`src/logic/pli_pkg.sv`:
```
// shared constants and types of the parallel line controller
package pli_pkg;

   localparam int          LINE_COUNT = 32;
   localparam int          ADDR_WIDTH = 12;

   // register offsets, byte addresses
   localparam logic [11:0] OFF_OWN_EN   = 12'h000;
   localparam logic [11:0] OFF_OWN_DIS  = 12'h004;
   localparam logic [11:0] OFF_OWN_STAT = 12'h008;
   localparam logic [11:0] OFF_OE_EN    = 12'h010;
   localparam logic [11:0] OFF_OE_DIS   = 12'h014;
   localparam logic [11:0] OFF_OE_STAT  = 12'h018;
   localparam logic [11:0] OFF_FLT_EN   = 12'h020;
   localparam logic [11:0] OFF_FLT_DIS  = 12'h024;
   localparam logic [11:0] OFF_FLT_STAT = 12'h028;
   localparam logic [11:0] OFF_LVL_SET  = 12'h030;
   localparam logic [11:0] OFF_LVL_CLR  = 12'h034;
   localparam logic [11:0] OFF_LVL_STAT = 12'h038;
   localparam logic [11:0] OFF_PAD_RB   = 12'h03c;
   localparam logic [11:0] OFF_IRQ_EN   = 12'h040;
   localparam logic [11:0] OFF_IRQ_DIS  = 12'h044;
   localparam logic [11:0] OFF_IRQ_MASK = 12'h048;
   localparam logic [11:0] OFF_IRQ_PEND = 12'h04c;
   localparam logic [11:0] OFF_OD_EN    = 12'h050;
   localparam logic [11:0] OFF_OD_DIS   = 12'h054;
   localparam logic [11:0] OFF_OD_STAT  = 12'h058;
   localparam logic [11:0] OFF_PU_DIS   = 12'h060;
   localparam logic [11:0] OFF_PU_EN    = 12'h064;
   localparam logic [11:0] OFF_PU_STAT  = 12'h068;
   localparam logic [11:0] OFF_SEL_A    = 12'h070;
   localparam logic [11:0] OFF_SEL_B    = 12'h074;
   localparam logic [11:0] OFF_SEL_STAT = 12'h078;
   localparam logic [11:0] OFF_DW_EN    = 12'h0a0;
   localparam logic [11:0] OFF_DW_DIS   = 12'h0a4;
   localparam logic [11:0] OFF_DW_STAT  = 12'h0a8;

   // product build: implemented lines, lines with a peripheral, ownership at reset
   localparam logic [31:0] LINE_IMPL_MASK  = 32'hffffffff;
   localparam logic [31:0] LINE_MUXED_MASK = 32'hffffffff;
   localparam logic [31:0] OWN_RESET       = 32'h00000000;

   typedef struct packed {
      logic        psel;
      logic        penable;
      logic        pwrite;
      logic [11:0] paddr;
      logic [31:0] pwdata;
   } pli_apb_req_type;

   typedef struct packed {
      logic [31:0] prdata;
      logic        pready;
      logic        pslverr;
   } pli_apb_rsp_type;

   typedef struct packed {
      logic [31:0] a_out;
      logic [31:0] a_oe;
      logic [31:0] b_out;
      logic [31:0] b_oe;
   } pli_periph_type;

   typedef struct packed {
      logic [31:0] out;
      logic [31:0] oe;
      logic [31:0] pullup_on;
   } pli_pad_drive_type;

   typedef struct packed {
      logic [31:0]       own;
      logic [31:0]       oe;
      logic [31:0]       filt;
      logic [31:0]       level;
      logic [31:0]       mask;
      logic [31:0]       pend;
      logic [31:0]       od;
      logic [31:0]       pu_off;
      logic [31:0]       sel_b;
      logic [31:0]       dw;
      logic [31:0]       s1;
      logic [31:0]       s2;
      logic [31:0]       s3;
      logic [31:0]       pin;
      logic [31:0]       pin_q;
      logic [31:0]       filt_val;
      logic [31:0]       prev_rb;
      logic [31:0]       prdata;
      logic              irq;
      pli_pad_drive_type drv;
   } pli_state_type;

   localparam pli_state_type STATE_RESET = '{own: OWN_RESET, drv: '0, default: '0};

endpackage

```
`src/logic/pli_ctrl.sv`:
```
// register interface and pad logic of the 32-line parallel controller
//
// How it works
// - every register is 32 bits, bit n belongs to line n
// - writes to bits of unimplemented lines change nothing
// - bits of unimplemented lines always read zero
// - lines without a peripheral always read owned by the controller
// - ones written at 0x0000 give the line to the controller
// - ones written at 0x0004 give the line to the peripheral
// - ownership reset value is a per-line build constant
// - direct level writes at 0x0038 only touch authorised bits
// - pad readback shows the real line levels, no fixed reset value
// - pending changes reset to zero but may latch right after reset
// - 0x0070 ones select peripheral A, 0x0074 ones select B
// - output drive set at 0x0010, cleared at 0x0014, status resets zero
// - glitch filter set at 0x0020, cleared at 0x0024, status resets zero
// - output level set at 0x0030, cleared at 0x0034, resets zero
// - change interrupt enable set 0x0040, cleared 0x0044, mask resets zero
// - open drain set at 0x0050, cleared at 0x0054, status resets zero
// - pull-up disable 0x0060, enable 0x0064, status resets zero
// - direct write grant 0x00a0, revoke 0x00a4, status resets zero
// - reading pending changes clears the bits that read returned
// - a line change sets its pending bit; masked pending raises the interrupt
// - all line interrupt conditions are ored into one request
`timescale 1ns/10ps

module pli_ctrl (
   input  wire logic                       i_clock,
   input  wire logic                       i_rst_b,
   input  wire pli_pkg::pli_apb_req_type   i_apb,
   output      pli_pkg::pli_apb_rsp_type   o_apb,
   input  wire logic [31:0]                i_pad_in,
   input  wire pli_pkg::pli_periph_type    i_periph,
   output      pli_pkg::pli_pad_drive_type o_pad,
   output      logic [31:0]                o_periph_owned,
   output      logic [31:0]                o_sel_b,
   output      logic                       o_irq
);
   import pli_pkg::*;

   pli_state_type r;
   pli_state_type next_r;

   // bitwise set then clear, implemented lines only
   function automatic logic [31:0] set_clr(input logic [31:0] cur, input logic [31:0] s,
                                           input logic [31:0] c);
      set_clr = ((cur | s) & ~c) & LINE_IMPL_MASK;
   endfunction

   // write strobe of one offset, gated by the data lanes of implemented lines
   function automatic logic [31:0] wr_hit(input pli_apb_req_type b, input logic [11:0] off);
      wr_hit = (b.psel && b.penable && b.pwrite && b.paddr == off) ? (b.pwdata & LINE_IMPL_MASK) : 32'h00000000;
   endfunction

   logic [31:0] rb;
   logic [31:0] own_view;
   logic [31:0] agree;
   logic [31:0] stable;
   logic [31:0] change;
   logic [31:0] rd_clr;
   logic [31:0] rd_val;
   logic [31:0] ctl_out;
   logic [31:0] ctl_oe;
   logic [31:0] mux_out;
   logic [31:0] mux_oe;
   logic        setup_rd;
   logic        access_rd;

   // line ownership as software sees it, non-muxed lines stuck at controller
   assign own_view  = (r.own | ~LINE_MUXED_MASK) & LINE_IMPL_MASK;
   // filtered or raw pad level, depending on the per-line filter enable
   assign rb        = ((r.filt & r.filt_val) | (~r.filt & r.pin)) & LINE_IMPL_MASK;
   assign setup_rd  = i_apb.psel && !i_apb.penable && !i_apb.pwrite;
   assign access_rd = i_apb.psel && i_apb.penable && !i_apb.pwrite;

   // read multiplexer, sampled in the setup phase so data sits in a flop
   always_comb begin
      unique case (i_apb.paddr)
         OFF_OWN_STAT: rd_val = own_view;
         OFF_OE_STAT:  rd_val = r.oe;
         OFF_FLT_STAT: rd_val = r.filt;
         OFF_LVL_STAT: rd_val = r.level;
         OFF_PAD_RB:   rd_val = rb;
         OFF_IRQ_MASK: rd_val = r.mask;
         OFF_IRQ_PEND: rd_val = r.pend;
         OFF_OD_STAT:  rd_val = r.od;
         OFF_PU_STAT:  rd_val = r.pu_off;
         OFF_SEL_STAT: rd_val = r.sel_b;
         OFF_DW_STAT:  rd_val = r.dw;
         default:      rd_val = 32'h00000000;
      endcase
   end

   // pad drive: controller or selected peripheral, then open-drain shaping
   always_comb begin
      ctl_out = r.level;
      ctl_oe  = r.oe;
      mux_out = (own_view & ctl_out) | (~own_view & ((r.sel_b & i_periph.b_out) | (~r.sel_b & i_periph.a_out)));
      mux_oe  = (own_view & ctl_oe) | (~own_view & ((r.sel_b & i_periph.b_oe) | (~r.sel_b & i_periph.a_oe)));
   end

   // input sampling: a change counts once the second and third stages agree
   assign agree  = ~(r.s2 ^ r.s3);
   // glitch filter accepts a level only after two equal samples
   assign stable = ~(r.pin ^ r.pin_q);
   assign change = (rb ^ r.prev_rb) & LINE_IMPL_MASK;
   // clear only what the read actually returned, so a change in flight survives
   assign rd_clr = (access_rd && i_apb.paddr == OFF_IRQ_PEND) ? r.prdata : 32'h00000000;

   always_comb begin
      next_r          = r;
      next_r.s1       = i_pad_in;
      next_r.s2       = r.s1;
      next_r.s3       = r.s2;
      next_r.pin      = (r.pin & ~agree) | (r.s2 & agree);
      next_r.pin_q    = r.pin;
      next_r.filt_val = (r.filt_val & ~stable) | (r.pin & stable);
      next_r.prev_rb  = rb;

      // paired set/clear control registers
      next_r.own    = set_clr(r.own, wr_hit(i_apb, OFF_OWN_EN), wr_hit(i_apb, OFF_OWN_DIS));
      next_r.oe     = set_clr(r.oe, wr_hit(i_apb, OFF_OE_EN), wr_hit(i_apb, OFF_OE_DIS));
      next_r.filt   = set_clr(r.filt, wr_hit(i_apb, OFF_FLT_EN), wr_hit(i_apb, OFF_FLT_DIS));
      next_r.mask   = set_clr(r.mask, wr_hit(i_apb, OFF_IRQ_EN), wr_hit(i_apb, OFF_IRQ_DIS));
      next_r.od     = set_clr(r.od, wr_hit(i_apb, OFF_OD_EN), wr_hit(i_apb, OFF_OD_DIS));
      next_r.pu_off = set_clr(r.pu_off, wr_hit(i_apb, OFF_PU_DIS), wr_hit(i_apb, OFF_PU_EN));
      next_r.sel_b  = set_clr(r.sel_b, wr_hit(i_apb, OFF_SEL_B), wr_hit(i_apb, OFF_SEL_A));
      next_r.dw     = set_clr(r.dw, wr_hit(i_apb, OFF_DW_EN), wr_hit(i_apb, OFF_DW_DIS));

      // output level: set/clear, plus direct write on authorised lines
      next_r.level = set_clr(r.level, wr_hit(i_apb, OFF_LVL_SET), wr_hit(i_apb, OFF_LVL_CLR));
      if (i_apb.psel && i_apb.penable && i_apb.pwrite && i_apb.paddr == OFF_LVL_STAT) begin
         next_r.level = ((r.level & ~r.dw) | (i_apb.pwdata & r.dw)) & LINE_IMPL_MASK;
      end

      // set wins over the read clear
      next_r.pend = ((r.pend & ~rd_clr) | change) & LINE_IMPL_MASK;
      next_r.irq  = |(r.pend & r.mask);

      if (setup_rd) begin
         next_r.prdata = rd_val & LINE_IMPL_MASK;
      end

      // open drain lines only ever pull low
      next_r.drv.out       = mux_out & ~r.od & LINE_IMPL_MASK;
      next_r.drv.oe        = ((mux_oe & ~r.od) | (mux_oe & r.od & ~mux_out)) & LINE_IMPL_MASK;
      next_r.drv.pullup_on = ~r.pu_off & LINE_IMPL_MASK;
   end

   // single state register, synchronous reset
   always_ff @(posedge i_clock) begin
      if (!i_rst_b) begin
         r <= STATE_RESET;
      end else begin
         r <= next_r;
      end
   end

   // zero wait states, no errors on this bus
   assign o_apb          = '{prdata: r.prdata, pready: 1'b1, pslverr: 1'b0};
   assign o_pad          = r.drv;
   assign o_periph_owned = ~own_view & LINE_IMPL_MASK;
   assign o_sel_b        = r.sel_b;
   assign o_irq          = r.irq;

endmodule // pli_ctrl

```
`config.mk`:
```
export PLATFORM = sky130hd
export DESIGN_NAME = pli_ctrl
export DESIGN_NICKNAME = d
export VERILOG_FILES = /design/src/logic/pli_pkg.sv /design/src/logic/pli_ctrl.sv
export SDC_FILE = /design/constraint.sdc
export NUM_CORES = 1
export LEC_CHECK = 0
export BUFFER_PORTS_ARGS = -buffer_cell sky130_fd_sc_hd__clkbuf_2
export CORE_MARGIN = 3
export CORE_UTILIZATION = 62
export CTS_CLUSTER_DIAMETER = 60
export DETAILED_ROUTE_END_ITERATION = 8
export PLACE_DENSITY = 0.91
export SLEW_MARGIN = 5
export SYNTH_ARGS = -nofsm -noshare
export SYNTH_HDL_FRONTEND = slang
export SYNTH_SLANG_ARGS = --single-unit
```
`constraint.sdc`:
```
create_clock -name i_clock -period 5.5 [get_ports i_clock]
set_input_delay 1.1 -clock i_clock [delete_from_list [all_inputs] [get_ports i_clock]]
set_output_delay 1.1 -clock i_clock [all_outputs]
set_load 0.02 [all_outputs]
```
==> flow_summary.toml <==
[layout]
layout_commonest_cell = "dfxtp_1"
layout.cells.non_filler = 3867
area_delta_synth_final_pct = 12.2
final_nets = 3424
most-common-layout-cells = "673 x dfxtp_1, 399 x clkbuf_2, 390 x a21oi_1"
fin_util_pct = 70.7
drive_gt1_share_pct = 19.6
stdcell_area_sq_mm = 0.0321

[clocking]
cts_hold_buf = 0
clk_root_buffer_cell = "clkbuf_16"
clkLatencyLatePin_ps = 620
cts_max_path_buffers = 3
cts.sinks = 673
post_cts_resize_count = 0
cts_tree = "built"
postCtsSetupBuffers = 0
cts_made_buffers = 69
htreeDepth = 3
clk_pin_slew_worst_paths_ps = 60

[pwr]
clkPwrFrac_pct = 47.0
leakage_nw = 11.6
power_density_mw_per_mm2 = 327
power_switching_mw = 2.52
total_power_mw = 10.5
power_frac_comb_pct = 5.7
p_int_mw = 7.99
p_sw_share_pct = 24.0
vdd_drop_max_mv = 0.357
power_frac_seq_pct = 47.3

[floorplan]
io-pin-count = 404
rows = 78
core_sq_mm = 0.0455
die_y_um = 221
initial_utilization_pct = 63.0
chipWidth_um = 221
die-area_sq_mm = 0.0488

[run_status]
status = "completed"

[sta]
setup_viol_count_final = 0
hold_violations = 0
rsz0062_at_grt = "no"
tightest_slew_ps = 1260
min_period_ps = 3690
slew_headroom_pct = 15.8
finalSetupTns_ps = 0
max_freq_mhz = 271
period_share_pct = 67.2
clock_skew_ps = 17.7
drv_slew = 0

[synth]
syn_area_sq_mm = 0.0286
syn_nets = 3327
ys_types = 76
synth_largest_area_cell = "dfxtp_1"
synth.avg_cell_area_sq_um = 9.19
synth_top_area_share_pct = 47.0
ys_seq_area_share_pct = 47.0
synth_area_leaders = "dfxtp_1 47%, a21oi_1 6.8%, a211oi_1 6.4%"
ys_warn_count = 0
synthArstFlopShare_pct = 0
ys_ff_latch = 673
synth-main-ff-cell = "dfxtp_1"
synth-edff-count = 0
synthCells = 3118

[global_routing]
grt_max_degree = 138
grt_pass1_wl_um = 164000
globalRouteOverflowTotal = 0
antenna_found_initial = 9
track_usage_pct = 43.7
grt_pass1_vias = 25012

[placed_design]
dpl.cell_count = 3744
place_area_sq_mm = 0.0297
hpwlAfterDp_um = 76000
gp_congestion = 1.02
numPortBuffers = 401

[critical_path]
cp_max_fo = 23
critPathRequiredTime_ps = 6020
worstSetupPathType = "in -> reg"
start_kind = "primary input"
critPathCaptureType = "register"
cp.arrival_ps = 4210

[drt]
firstDrtPassIters = 8
viasPerCell = 6.83
wl_per_cell_um = 28.8
drtAntennaViolNets = 0
drt-initial-drc-count = 3824
routed_wl_um = 111000
drc = 0
via_count = 26416

[flow_run]
drv_cap = 0

[worst_hold_path]
hold_class = "reg -> reg"
-- power groups by stage --
stage | Clock (mW) | Sequential, mW | Combinational, mW
2_1_floorplan | 0 | 5.07 | 0.386
3_3_place_gp | 0 | 5.07 | 0.554
3_5_place_dp | 0 | 5.08 | 0.568
4_1_cts | 4.93 | 4.97 | 0.575
5_1_grt | 5.12 | 4.97 | 0.620
6_report | 4.94 | 4.97 | 0.594
-- logic make-up after synthesis --
kind of cell | share of synthesized area, %
compound gates | 25.8
xor+xnor | 0.979
buf+inv | 8.68
flops | 47.0
mux | 6.46
other cells | 0.0262
simple gates | 11.0
-- synthesized netlist by cell type (all sizes together) (57+ instances only) --
cell,number
dfxtp,673
a21oi,391
a211oi,266
clkbuf,221
buf,202
o21ai,191
mux2i,168
nand2,168
and2,140
nor2,111
inv,64
nand3,57
-- path summary, 6_finish.rpt --
path                    start           to  slack (ps)  depth (start not counted)
hold / removal    next_r[307]  next_r[275]         440                          1
setup reg to reg   o_sel_b[0]     o_apb[2]        3340                          5
hold reg to reg   next_r[307]  next_r[275]         440                          1
setup / recovery    i_apb[37]       r[470]        1810                          8
-- area by class of cell --
cell class	instances	area (sq um)
Antenna cell	2	5.00
Clock buffer	83	1860
Clock inverter	38	523
Fill cell	3262	13300
Inverter	66	255
Multi-Input combinational cell	1956	12800
Sequential cell	673	13500
Tap cell	600	751
Timing Repair Buffer	449	2470
-- metrics by stage --
| stage | hold slack [ps] | setup slack [ps] |
|---|---|---|
| after global placement | 413 | 1400 |
| after detailed placement | 419 | 1310 |
| after floorplan | 408 | 2530 |
| after global routing | 446 | 1760 |
| after CTS | 439 | 1950 |
| final | 439 | 1810 |
-- worst max-delay path, stage by stage --
cell	delay (ps)
clkbuf_2	430
buf_4	360
nor2b_1	620
nand2_1	210
nor2_2	790
buf_12	260
a21oi_1	80
a211oi_1	290
-- metal layers --
metal	GRT usage [%]	wire, um	up-vias
li1	-	-	11351
met1	58.8	42900	12709
met2	66.7	48600	1995
met3	12.8	14600	353
met4	16.9	5190	8
met5	0	41	-
(Power assumes the default switching activity.)
